**src/hw/ofm_pkg.sv**
```systemverilog
/*
 * Constants and carrier types for the oscillator frequency monitor.
 * Assumes a 25 MHz system clock and an APB master with 32-bit data.
 */
package ofm_pkg;

	// ****************************************
	// Register map (byte addresses)
	// ****************************************
	localparam logic [11:0] OFM_ADDR_KEY = 12'h000;
	localparam logic [11:0] OFM_ADDR_ENABLE = 12'h004;
	localparam logic [11:0] OFM_ADDR_RSTCTL = 12'h008;
	localparam logic [11:0] OFM_ADDR_LOWER = 12'h010;
	localparam logic [11:0] OFM_ADDR_UPPER = 12'h020;

	// ****************************************
	// Codes and reset values
	// ****************************************
	localparam logic [7:0] OFM_UNLOCK_CODE = 8'hf9;
	localparam logic [7:0] OFM_LOCK_CODE = 8'h06;
	localparam logic [7:0] OFM_MONITOR_ON_CODE = 8'he4;
	localparam logic [7:0] OFM_MONITOR_OFF_CODE = 8'h00;
	localparam logic [7:0] OFM_LOWER_RESET = 8'ha5;
	localparam logic [7:0] OFM_UPPER_RESET = 8'hc9;

	// ****************************************
	// Field positions
	// ****************************************
	localparam int OFM_FLAG_BIT = 0;
	localparam int OFM_FAULT_RESET_ENABLE_BIT = 1;

	// ****************************************
	// Timing
	// ****************************************
	localparam int OFM_CLK_MHZ = 25;
	localparam int OFM_REF_TIMEOUT_US = 100;
	localparam int OFM_REF_TIMEOUT_CYC = OFM_REF_TIMEOUT_US * OFM_CLK_MHZ;
	localparam logic [1:0] OFM_WINDOW_LAST = 2'h3;
	localparam logic [1:0] OFM_ASSERT_EDGE = 2'h1;

	// ****************************************
	// Carrier types
	// ****************************************
	typedef struct packed {
		logic sel;
		logic enable;
		logic write;
		logic [11:0] addr;
		logic [31:0] wdata;
	} ofm_apb_req_t;

	typedef enum logic [1:0] {
		OFM_RST_IDLE = 2'b00,
		OFM_RST_WAIT = 2'b01,
		OFM_RST_ON = 2'b10
	} ofm_rst_state_t;

endpackage : ofm_pkg

```
**src/hw/ofm_top.sv**
```systemverilog
/*
 * Oscillator frequency monitor: APB register slave, key protection,
 * ratio measurement of the oscillator against the reference clock,
 * sticky fault flag and fault reset generation.
 * Assumes both clock inputs arrive as plain pins, sampled by CLK, and
 * that CLK runs faster than twice the oscillator being measured.
 */
`timescale 1ns/1ps
`default_nettype none

module ofm_top (
	input wire logic CLK,
	input wire logic SYS_RST,
	input wire logic CE,
	input wire logic PSEL,
	input wire logic PENABLE,
	input wire logic PWRITE,
	input wire logic [11:0] PADDR,
	input wire logic [31:0] PWDATA,
	output logic [31:0] PRDATA,
	output logic PREADY,
	output logic PSLVERR,
	input wire logic REF_CLK_IN,
	input wire logic HF_CLK_IN,
	output logic FAULT_RST,
	output logic MON_ACTIVE
);

	// ****************************************
	// Bus decode
	// ****************************************
	ofm_pkg::ofm_apb_req_t req;
	logic setup;
	logic wr;
	logic unlocked;
	logic mapped;
	logic [31:0] rdata_d;
	logic pready_q;
	logic pslverr_q;
	logic [31:0] prdata_q;

	assign req = '{sel: PSEL, enable: PENABLE, write: PWRITE,
		addr: PADDR, wdata: PWDATA};
	// Answer comes in the first access cycle: no wait states
	assign setup = req.sel && !req.enable && !pready_q;
	// Writes land at the access edge where the master sees PREADY
	assign wr = req.sel && req.enable && pready_q && req.write;

	// ****************************************
	// Registers
	// ****************************************
	logic [7:0] key_q;
	logic [7:0] enable_q;
	logic [7:0] lower_q;
	logic [7:0] upper_q;
	logic fault_reset_enable_req_q;
	logic fault_reset_enable_app_q;
	logic mon_app_q;
	logic flag_q;
	logic flag_set;
	logic flag_clr;
	logic wr_key;
	logic wr_en;
	logic wr_ctl;
	logic wr_low;
	logic wr_up;

	assign unlocked = key_q == ofm_pkg::OFM_UNLOCK_CODE;
	assign wr_key = wr && req.addr == ofm_pkg::OFM_ADDR_KEY;
	assign wr_en = wr && req.addr == ofm_pkg::OFM_ADDR_ENABLE && unlocked;
	assign wr_ctl = wr && req.addr == ofm_pkg::OFM_ADDR_RSTCTL && unlocked;
	assign wr_low = wr && req.addr == ofm_pkg::OFM_ADDR_LOWER && unlocked
		&& enable_q != ofm_pkg::OFM_MONITOR_ON_CODE;
	assign wr_up = wr && req.addr == ofm_pkg::OFM_ADDR_UPPER && unlocked
		&& enable_q != ofm_pkg::OFM_MONITOR_ON_CODE;
	assign flag_clr = wr_ctl && req.wdata[ofm_pkg::OFM_FLAG_BIT];

	// Only SYS_RST reaches these; FAULT_RST never loops back here
	always_ff @(posedge CLK)
	begin
		if (SYS_RST)
		begin
			key_q <= ofm_pkg::OFM_LOCK_CODE;
			enable_q <= ofm_pkg::OFM_MONITOR_OFF_CODE;
			lower_q <= ofm_pkg::OFM_LOWER_RESET;
			upper_q <= ofm_pkg::OFM_UPPER_RESET;
			fault_reset_enable_req_q <= 1'b0;
		end
		else if (CE)
		begin
			if (wr_key)
				key_q <= req.wdata[7:0];
			if (wr_en && (req.wdata[7:0] == ofm_pkg::OFM_MONITOR_ON_CODE
				|| req.wdata[7:0] == ofm_pkg::OFM_MONITOR_OFF_CODE))
				enable_q <= req.wdata[7:0];
			if (wr_ctl)
				fault_reset_enable_req_q <= req.wdata[ofm_pkg::OFM_FAULT_RESET_ENABLE_BIT];
			if (wr_low)
				lower_q <= req.wdata[7:0];
			if (wr_up)
				upper_q <= req.wdata[7:0];
		end
	end

	// ****************************************
	// Read mux and bus answer
	// ****************************************
	always_comb
	begin
		rdata_d = 32'h0000_0000;
		mapped = 1'b1;
		unique case (req.addr)
			ofm_pkg::OFM_ADDR_KEY: rdata_d[7:0] = key_q;
			ofm_pkg::OFM_ADDR_ENABLE: rdata_d[7:0] = enable_q;
			ofm_pkg::OFM_ADDR_RSTCTL:
			begin
				rdata_d[ofm_pkg::OFM_FAULT_RESET_ENABLE_BIT] = fault_reset_enable_app_q;
				rdata_d[ofm_pkg::OFM_FLAG_BIT] = flag_q;
			end
			ofm_pkg::OFM_ADDR_LOWER: rdata_d[7:0] = lower_q;
			ofm_pkg::OFM_ADDR_UPPER: rdata_d[7:0] = upper_q;
			default: mapped = 1'b0;
		endcase
	end

	always_ff @(posedge CLK)
	begin
		if (SYS_RST)
		begin
			pready_q <= 1'b0;
			pslverr_q <= 1'b0;
			prdata_q <= 32'h0000_0000;
		end
		else if (CE)
		begin
			pready_q <= setup;
			pslverr_q <= setup && !mapped;
			if (setup && !req.write)
				prdata_q <= rdata_d;
		end
	end

	// ****************************************
	// Pin synchronisers
	// ****************************************
	logic ref_s1_q;
	logic ref_s2_q;
	logic ref_s3_q;
	logic hf_s1_q;
	logic hf_s2_q;
	logic hf_s3_q;
	logic ref_rise;
	logic hf_rise;

	always_ff @(posedge CLK)
	begin
		if (SYS_RST)
		begin
			ref_s1_q <= 1'b0;
			ref_s2_q <= 1'b0;
			ref_s3_q <= 1'b0;
			hf_s1_q <= 1'b0;
			hf_s2_q <= 1'b0;
			hf_s3_q <= 1'b0;
		end
		else if (CE)
		begin
			ref_s1_q <= REF_CLK_IN;
			ref_s2_q <= ref_s1_q;
			ref_s3_q <= ref_s2_q;
			hf_s1_q <= HF_CLK_IN;
			hf_s2_q <= hf_s1_q;
			hf_s3_q <= hf_s2_q;
		end
	end

	assign ref_rise = ref_s2_q && !ref_s3_q;
	assign hf_rise = hf_s2_q && !hf_s3_q;

	// ****************************************
	// Settings applied on reference edges
	// ****************************************
	always_ff @(posedge CLK)
	begin
		if (SYS_RST)
		begin
			mon_app_q <= 1'b0;
			fault_reset_enable_app_q <= 1'b0;
		end
		else if (CE && ref_rise)
		begin
			mon_app_q <= enable_q == ofm_pkg::OFM_MONITOR_ON_CODE;
			fault_reset_enable_app_q <= fault_reset_enable_req_q;
		end
	end

	// ****************************************
	// Ratio measurement
	// ****************************************
	logic [1:0] win_q;
	logic [8:0] hf_cnt_q;
	logic win_end;
	logic out_of_range;
	logic hf_bad_q;

	assign win_end = mon_app_q && ref_rise && win_q == ofm_pkg::OFM_WINDOW_LAST;
	assign out_of_range = hf_cnt_q < {1'b0, lower_q}
		|| hf_cnt_q > {1'b0, upper_q};
	assign flag_set = win_end && out_of_range;

	// Counter saturates so a harmonic cannot wrap back into range
	always_ff @(posedge CLK)
	begin
		if (SYS_RST)
		begin
			win_q <= 2'h0;
			hf_cnt_q <= 9'h000;
			hf_bad_q <= 1'b0;
		end
		else if (CE)
		begin
			if (!mon_app_q)
			begin
				win_q <= 2'h0;
				hf_cnt_q <= 9'h000;
				hf_bad_q <= 1'b0;
			end
			else
			begin
				if (ref_rise)
					win_q <= win_q + 2'h1;
				if (win_end)
				begin
					hf_cnt_q <= {8'h00, hf_rise};
					hf_bad_q <= out_of_range;
				end
				else if (hf_rise && hf_cnt_q != 9'h1ff)
					hf_cnt_q <= hf_cnt_q + 9'h001;
			end
		end
	end

	// Set wins over a clear arriving in the same cycle
	always_ff @(posedge CLK)
	begin
		if (SYS_RST)
			flag_q <= 1'b0;
		else if (CE)
		begin
			if (flag_set)
				flag_q <= 1'b1;
			else if (flag_clr)
				flag_q <= 1'b0;
		end
	end

	// ****************************************
	// Reference loss watchdog
	// ****************************************
	logic [11:0] ref_idle_q;
	logic ref_lost_q;

	always_ff @(posedge CLK)
	begin
		if (SYS_RST)
		begin
			ref_idle_q <= 12'h000;
			ref_lost_q <= 1'b0;
		end
		else if (CE)
		begin
			if (ref_rise)
			begin
				ref_idle_q <= 12'h000;
				ref_lost_q <= 1'b0;
			end
			else if (ref_idle_q == 12'(ofm_pkg::OFM_REF_TIMEOUT_CYC))
				ref_lost_q <= 1'b1;
			else
				ref_idle_q <= ref_idle_q + 12'h001;
		end
	end

	// ****************************************
	// Fault reset sequencing
	// ****************************************
	ofm_pkg::ofm_rst_state_t rst_q;
	logic [1:0] edge_q;
	logic rst_arm;

	assign rst_arm = fault_reset_enable_app_q && mon_app_q;

	always_ff @(posedge CLK)
	begin
		if (SYS_RST)
		begin
			rst_q <= ofm_pkg::OFM_RST_IDLE;
			edge_q <= 2'h0;
		end
		else if (CE)
		begin
			unique case (rst_q)
				ofm_pkg::OFM_RST_IDLE:
				begin
					edge_q <= 2'h0;
					if (rst_arm && ref_lost_q)
						rst_q <= ofm_pkg::OFM_RST_ON;
					else if (rst_arm && flag_set)
						rst_q <= ofm_pkg::OFM_RST_WAIT;
				end
				ofm_pkg::OFM_RST_WAIT:
				begin
					if (!rst_arm)
						rst_q <= ofm_pkg::OFM_RST_IDLE;
					else if (ref_lost_q)
						rst_q <= ofm_pkg::OFM_RST_ON;
					else if (ref_rise)
					begin
						edge_q <= edge_q + 2'h1;
						if (edge_q == ofm_pkg::OFM_ASSERT_EDGE)
							rst_q <= ofm_pkg::OFM_RST_ON;
					end
				end
				ofm_pkg::OFM_RST_ON:
				begin
					// Release after a clean window with reference alive, or at once when rst_arm drops
					if (!rst_arm || (!ref_lost_q && win_end && !out_of_range))
						rst_q <= ofm_pkg::OFM_RST_IDLE;
				end
				default: rst_q <= ofm_pkg::OFM_RST_IDLE;
			endcase
		end
	end

	assign PREADY = pready_q;
	assign PSLVERR = pslverr_q;
	assign PRDATA = prdata_q;
	assign FAULT_RST = rst_q == ofm_pkg::OFM_RST_ON;
	assign MON_ACTIVE = mon_app_q;

	// ****************************************
	// Checks
	// ****************************************
	logic [1:0] lag_q;

	// Reference edges seen while applied reset enable differs from request
	always_ff @(posedge CLK)
	begin
		if (SYS_RST || !CE)
			lag_q <= 2'h0;
		else if (fault_reset_enable_app_q == fault_reset_enable_req_q)
			lag_q <= 2'h0;
		else if (ref_rise && lag_q != 2'h3)
			lag_q <= lag_q + 2'h1;
	end
endmodule : ofm_top

`default_nettype wire

```
**config.mk**
```make
export PLATFORM = sky130hd
export DESIGN_NAME = ofm_top
export DESIGN_NICKNAME = d
export VERILOG_FILES = /design/src/hw/ofm_pkg.sv /design/src/hw/ofm_top.sv
export SDC_FILE = /design/constraint.sdc
export NUM_CORES = 1
export LEC_CHECK = 0
export ABC_AREA = 0
export BUFFER_PORTS_ARGS = -buffer_cell sky130_fd_sc_hd__buf_4
export CAP_MARGIN = 10
export CORE_MARGIN = 2
export CORE_UTILIZATION = 39
export CTS_BUF_LIST = sky130_fd_sc_hd__clkbuf_8
export CTS_CLUSTER_DIAMETER = 50
export DETAILED_ROUTE_END_ITERATION = 6
export GPL_ROUTABILITY_DRIVEN = 0
export PLACE_DENSITY_LB_ADDON = 0.25
export REMOVE_ABC_BUFFERS = 1
export SLEW_MARGIN = 20
export SYNTH_ARGS = -nofsm -noshare
export SYNTH_HDL_FRONTEND = slang
export SYNTH_SLANG_ARGS = --single-unit
```
**constraint.sdc**
```tcl
create_clock -name CLK -period 2.2 [get_ports CLK]
set_clock_uncertainty 0.05 [all_clocks]
set_input_delay 0.44 -clock CLK [delete_from_list [all_inputs] [get_ports CLK]]
set_output_delay 0.44 -clock CLK [all_outputs]
set_load 0.02 [all_outputs]
```
Word-level counts from Yosys, hierarchy flattened
Index checks and enable logic that the tools add are counted.

Bits in registers: 80. Latch bits: 0. Bits in writable memories: 0. Bits in read-only memories: 0. Input bits: 52. Output and inout bits: 36. Logic and storage cells: 143. Memories kept: 0.

$add $sub $neg: 4. Multiply operators: 0. Div/mod/pow operators: 0. $lt $le $gt $ge: 2. Eq/ne operators: 24. Shift operators: 0. Multiplexer cells: 26. Bitwise operators: 0. Reductions and logical operators: 64.

Operator list (number): logical AND 1 bit (32); two-way mux 9 bit (3); equality test 8 bit (second input constant) (3); two-way mux 12 bit (2); two-way mux 2 bit (12); one-hot mux 6 bit (4 select lines) (1); AND reduction 2 bit (11); adder 12 x 1 -> 12 bit (second input constant) (1); equality test 12 bit (second input constant) (1); equality test 12 x 3 -> 1 bit (second input constant) (1); equality test 12 x 4 -> 1 bit (second input constant) (1); equality test 12 x 5 -> 1 bit (second input constant) (1); equality test 12 x 6 -> 1 bit (second input constant) (1); zero test 12 bit (1); one-hot mux 2 bit (5 select lines) (1); AND reduction 5 bit (2); adder 9 x 1 -> 9 bit (second input constant) (1); > comparator 9 x 8 -> 1 bit (1); zero test 1 bit (9); less-than comparator 9 x 8 -> 1 bit (1); != test 9 bit (second input constant) (1); zero test 8 bit (1); != test 2 bit (second input constant) (4); != test 4 bit (second input constant) (2); other kinds (14) (26).

Longest topological paths before layout
Gate-level depths: netlist (run 1).

Depth in word-level cells: 9. Mapped depth: 10. Depth with buffers taken out: 10.

Least setup slack after synthesis (run 1)
No wires, ideal clock.

Path type: input -> register. Start: in PADDR[1]. End: reg key_q[1]. Library setup time: 0.130 ns. Data arrival time: 1.785 ns. Required time: 2.020 ns. Slack: 0.235 ns. Stages on the path: 7. Buffers on the path: 1. Cell sequence: nor4_4 -> nand2_4 -> nor4b_4 -> nor3b_2 -> buf_6 -> mux2i_1 -> nand2_1.

Cells in the longest elaborated chain, start to end: 3.

RTL lines: start, declared (RTL line ofm_top.sv:18) `input wire logic [11:0] PADDR,`; zero test 12 bit (RTL line ofm_top.sv:69) `assign wr_key = wr && req.addr == ofm_pkg::OFM_ADDR_KEY;`; logical AND 1 bit (RTL line ofm_top.sv:69); AND reduction 2 bit (no source line); end signal, assigned (RTL line ofm_top.sv:83) `key_q <= ofm_pkg::OFM_LOCK_CODE;`; end signal, assigned (RTL line ofm_top.sv:92) `key_q <= req.wdata[7:0];`; end, declared (RTL line ofm_top.sv:52) `logic [7:0] key_q;`.

No other way between the ends. A chain may end at the register's enable or synchronous reset.

Final worst setup path (run 1)
Start: reg key_q[4]. End: reg enable_q[7].

Cells in the longest elaborated chain, start to end: 4.

RTL lines: equality test 8 bit (RTL line ofm_top.sv:68) `assign unlocked = key_q == ofm_pkg::OFM_UNLOCK_CODE;`; logical AND 1 bit (RTL line ofm_top.sv:70) `assign wr_en = wr && req.addr == ofm_pkg::OFM_ADDR_ENABLE && unlocked;`; logical AND 1 bit (RTL line ofm_top.sv:93) `if (wr_en && (req.wdata[7:0] == ofm_pkg::OFM_MONITOR_ON_CODE`; AND reduction 2 bit (no source line); end signal, assigned (RTL line ofm_top.sv:84) `enable_q <= ofm_pkg::OFM_MONITOR_OFF_CODE;`; end signal, assigned (RTL line ofm_top.sv:95) `enable_q <= req.wdata[7:0];`; end, declared (RTL line ofm_top.sv:53) `logic [7:0] enable_q;`.

No other way between the ends.

==> flow_summary.ini, run 1 <==
[floorplanning]
core_area_um2 = 10700
dieArea_um2 = 11700
rows = 38
io_pins = 88
initial_utilization_pct = 39.5
die_width_um = 108
die_height_um = 108

[synth]
synth_cell_types = 60
synth_edf_count = 0
ys_seq_elements = 80
synthFlopType = dfxtp_1
yosysWarnings = 0
netlist_instances = 488
syn_area_per_cell_um2 = 8.69
synth_area_um2 = 4240
ys_seq_area_share_pct = 37.8
postSynth.asyncResetShare_pct = 0

[sta]
slew_headroom_pct = 64.7
min_period_ns = 2.07
rsz0062_at_grt = false
tightest_slew_ns = 0.524
final.period_utilization_pct = 93.9
max_freq_mhz = 484
slew_viol_final = 0
finalHoldViolCount = 0
finalSetupViolations = 0

[detailed_routing]
drt-initial-drc-count = 124
dr.pass1.iters = 4
routed_wl_um = 9990
route.detailed.drc = 0
ant_nets = 0
vias = 3566
viasPerCell = 5.24
wire_per_inst_um = 14.7

[global_routing]
grt_pass1_wl_um = 16500
grt_start_max_net_pins = 25
track_usage_pct = 17.8
antenna_found_initial = 0
grt_overflow_total = 0
grt_pass1_vias = 3529

[clocking]
post_cts_buffers = 0
htree_levels = 3
cts_buffers = 9
cts_resized = 0
clkSinkCount = 80
cts_max_path_buffers = 2
clock_latency_ns = 0.36
clk_pin_slew_worst_paths_ns = 0.10
hold_buffers = 0
clockRootBuffer = clkbuf_8
cts_tree = built

[layout]
syn2layout_area_growth_pct = 14.3
drive_gt1_share_pct = 16.5
antennaDiodeCount = 0
final_cells = 681
layout_commonest_cell = dfxtp_1
most-common-layout-cells = dfxtp_1 (80), nor2_1 (63), buf_4 (56), nand2_1 (52), mux2i_1 (29)
nets = 609
final_util_pct = 45.1

[worst_setup_path]
rrSetupSlack_ns = 0.13
endpoint = enable_q[7]
r2r_cells = 6
path_max_fanout = 8
endpoint_kind = flip-flop
cp.arrival_ns = 2.26
r2r-end = enable_q[7]
crit_start = key_q[4]
critPathLaunchType = flip-flop
worstPathRequired_ns = 2.40
crit_type = reg2reg
timing.rr.start = key_q[4]

[pwr]
power.total_mw = 2.69
power.density_nw_per_um2 = 556
vdd_drop_max_v = 0.000318
total_leakage_power_nw = 2.02

[placed_design]
dp_cells = 665
portBuffers = 39
dp_hpwl_um = 7530

[worst_hold_path]
hp-start = REF_CLK_IN
worstHoldPathType = in2reg

[outcome]
status = complete, no violations

[job]
maxCapViolations = 0
[layer usage]
layer | up-vias | track usage (%) | part of all wire [%]
li1 | 1773 | - | -
met1 | 1690 | 21.7 | 45
met2 | 92 | 30.9 | 49
met3 | 11 | 3.98 | 5.4
met4 | 0 | 6.41 | 1.3
met5 | - | 0 | 0
[sequential cells by signal, summed over array words and instances, names as in the netlist, 8 cells and up]
name,flops
hf_cnt_q,9
enable_q,8
key_q,8
PRDATA,8
lower_q,8
ref_idle_q,12
upper_q,8
[worst min-delay path by stage]
stage                 to  slack [ns]  cells past startpoint
6_report        ref_s1_q        0.28                      3
5_1_grt         ref_s1_q        0.29                      3
4_1_cts         ref_s1_q        0.27                      3
3_5_place_dp   edge_q[1]        0.40                      2
3_3_place_gp   edge_q[1]        0.39                      2
2_1_floorplan  edge_q[1]        0.38                      2
[cells by family (layout without fill, tap and decap cells)]
logic type,Yosys count,count (layout),share of synthesized area [%]
XOR/XNOR,16,16,3.30
adder cells (fa/ha/maj),22,22,6.43
AO/OA/AOI/OAI,75,75,11.9
other,1,24,0.0884
flip-flops,80,80,37.8
AND/OR/NAND/NOR,196,196,24.8
multiplexers,30,30,7.11
buffers and inverters,68,98,8.59
[worst max-delay path, stage by stage (launching register included)]
cell and delay, ns:
dfxtp_1 0.38, nand4_1 0.17, or4_4 0.54, a211oi_1 0.27
nand2_1 0.27, mux2i_1 0.23, nor2_1 0.05
[area by class of cell]
type | count | area, um^2
fill | 1094 | 5900
multi-input combinational | 363 | 2370
sequential | 80 | 1600
timing repair buffer | 56 | 420
tap | 140 | 175
clock buffer | 9 | 124
inverter | 26 | 97.6
clock inverter | 7 | 55.1
[per-stage QoR]
step                      setup WS (ns)  TNS (ns)  hold WS [ns]  cell area [um^2]
after floorplan                 -0.0584    -0.262         0.376              4060
after global placement           0.0218         0         0.390              4660
after detailed placement        0.00919         0         0.400              4660
after CTS                         0.156         0         0.269              4830
after global routing             0.0192         0         0.287              4840
final                             0.133         0         0.278              4840
[synthesized netlist by cell type (3+ instances only)]
library cell	number	area (um^2)
o211ai_1	4	30.0
nor3b_1	3	22.5
a21oi_1	25	125
inv_1	26	97.6
clkbuf_1	10	37.5
mux2i_1	29	290
nor2_1	63	236
or4_1	4	30.0
a222oi_1	5	50.1
xnor2_1	8	70.1
o21ai_0	12	60.1
nand3_1	15	75.1
nand2b_1	4	25.0
a211oi_1	3	22.5
dfxtp_1	80	1600
nand2_1	52	195
or3_1	6	37.5
nor3_1	3	15.0
buf_4	26	195
and4b_1	3	30.0
nand4_1	10	62.6
nor2_2	3	18.8
xor2_1	8	70.1
nor2b_1	5	31.3
and3_1	7	43.8
a221o_1	5	50.1
ha_1	21	263
nor4_1	5	31.3
buf_2	3	15.0
[where the power goes]
group | switching, mW | internal [mW] | total, mW | leakage, nW
clock network | 0.592 | 0.420 | 1.01 | 0.0862
logic | 0.143 | 0.0727 | 0.216 | 1.29
registers | 0.00873 | 1.46 | 1.47 | 0.646
Note: power is estimated with default switching activity, not from simulation.
==> run 2, diff against run 1 <==
==> constraint.sdc (replaced) <==
create_clock -name CLK -period 2.4 [get_ports CLK]
set_clock_uncertainty 0.05 [all_clocks]
set_input_delay 0.48 -clock CLK [delete_from_list [all_inputs] [get_ports CLK]]
set_output_delay 0.48 -clock CLK [all_outputs]
set_load 0.02 [all_outputs]
==> flow_summary.ini, run 2 (same netlist as run 1, synthesis figures left out) <==
[outcome]
status = complete, no violations

[pwr]
power.total_mw = 2.54
vdd_drop_max_v = 0.000448
power.density_nw_per_um2 = 526
total_leakage_power_nw = 2.01

[layout]
drive_gt1_share_pct = 15.3
syn2layout_area_growth_pct = 13.8
reg_top3 = ref_idle_q: 12 flops, hf_cnt_q: 9 flops
largest_register = ref_idle_q
nets = 606
layout_commonest_cell = dfxtp_1
most-common-layout-cells = dfxtp_1 (80), nor2_1 (63), buf_4 (53), nand2_1 (52), mux2i_1 (29)
antennaDiodeCount = 0
largest_reg_flops = 12
fillers = 1096

[clocking]
htree_levels = 3
clk_pin_slew_worst_paths_ns = 0.08
cts_resized = 0
clkSinkCount = 80
cts_buffers = 9
clock_latency_ns = 0.35
hold_buffers = 0
post_cts_buffers = 0
clockRootBuffer = clkbuf_8
cts_max_path_buffers = 2
cts_tree = built

[sta]
min_period_ns = 2.06
setup_tns_ns = 0
finalHoldViolCount = 0
fin_hold_ws_ns = 0.316
finalSetupViolations = 0
max_freq_mhz = 485
slew_viol_final = 0
rsz0062_at_grt = false
final.period_utilization_pct = 85.9

[job]
maxCapViolations = 0

[global_routing]
grt_pass1_wl_um = 16500
grt_overflow_total = 0
antenna_found_initial = 0
grt_start_max_net_pins = 26
track_usage_pct = 18.0
grt_pass1_vias = 3516

[worst_setup_path]
crit_type = reg2reg
critPathLaunchType = flip-flop
cp.arrival_ns = 2.25
worstPathRequired_ns = 2.59
path_max_fanout = 7
endpoint_kind = flip-flop

[floorplanning]
io_pins = 88
rows = 38
dieArea_um2 = 11700
die_height_um = 108
die_width_um = 108
initial_utilization_pct = 39.5
core_area_um2 = 10700

[detailed_routing]
wire_per_inst_um = 14.5
vias = 3462
route.detailed.drc = 0
viasPerCell = 5.12
ant_nets = 0
drt-initial-drc-count = 131
dr.pass1.iters = 4
routed_wl_um = 9830

[worst_hold_path]
worstHoldPathType = in2reg

[placed_design]
dp_hpwl_um = 7570
portBuffers = 39
[run 2: changes by cell type in the layout (fill, tap and decap cells not counted), moves of 2 or more]
cell / before / now
buf_4: 56 / 53
clkbuf_8: 9 / 11
clkinv_4: 2 / 0
inv_6: 2 / 0
[run 2: power by group]
group	switching, mW	internal [mW]
Combinational	0.129	0.0655
Sequential	0.00813	1.34
Clock	0.477	0.524
Total	0.614	1.93
[run 2: per-layer routing]
| layer | track usage, % | up-vias | routed length, um | part of all wire [%] |
|---|---|---|---|---|
| met5 | 0 | - | 0 | 0 |
| met4 | 5.59 | 0 | 140 | 1.4 |
| met3 | 4.28 | 11 | 509 | 5.2 |
| met2 | 31.7 | 85 | 4780 | 49 |
| met1 | 21.6 | 1599 | 4400 | 45 |
| li1 | - | 1767 | - | - |
[run 2: final timing paths]
kind                            slack [ns]  depth (start not counted)         from          end
worst max register to register        0.34                         10  hf_cnt_q[0]  hf_cnt_q[7]
worst max-delay path                  0.34                         10  hf_cnt_q[0]  hf_cnt_q[7]
worst min-delay path                  0.32                          3    HF_CLK_IN      hf_s1_q
worst min register to register        0.42                          2     win_q[1]     win_q[1]
[run 2: final cells by class]
type	count	area, um^2	share of cell area [%]
Inverter	26	97.6	2.02
Tap cell	140	175	3.63
Multi-Input combinational cell	363	2360	48.9
Timing Repair Buffer	53	398	8.24
Clock buffer	11	151	3.14
Sequential cell	80	1600	33.2
Clock inverter	3	42.5	0.881
[run 2: critical path, stage by stage, from the launching register on]
cell and delay (ns):
dfxtp_1 0.32, ha_1 0.22, nand2_1 0.07, nor2_1 0.04, and3_1 0.18, ha_1 0.19
nor2_1 0.14, o21ai_1 0.18, nor4_1 0.35, xnor2_1 0.16, nor2_1 0.05
[run 2: through the flow]
stage	utilization (%)	cell area, um^2	std cells	setup WS, ns
3_5_place_dp	43.1	4630	662	0.130
5_1_grt	44.9	4830	676	0.0919
6_report	44.9	4830	676	0.339
4_1_cts	44.9	4830	676	0.321
3_3_place_gp	43.1	4630	662	0.170
2_1_floorplan	-	4060	469	0.102
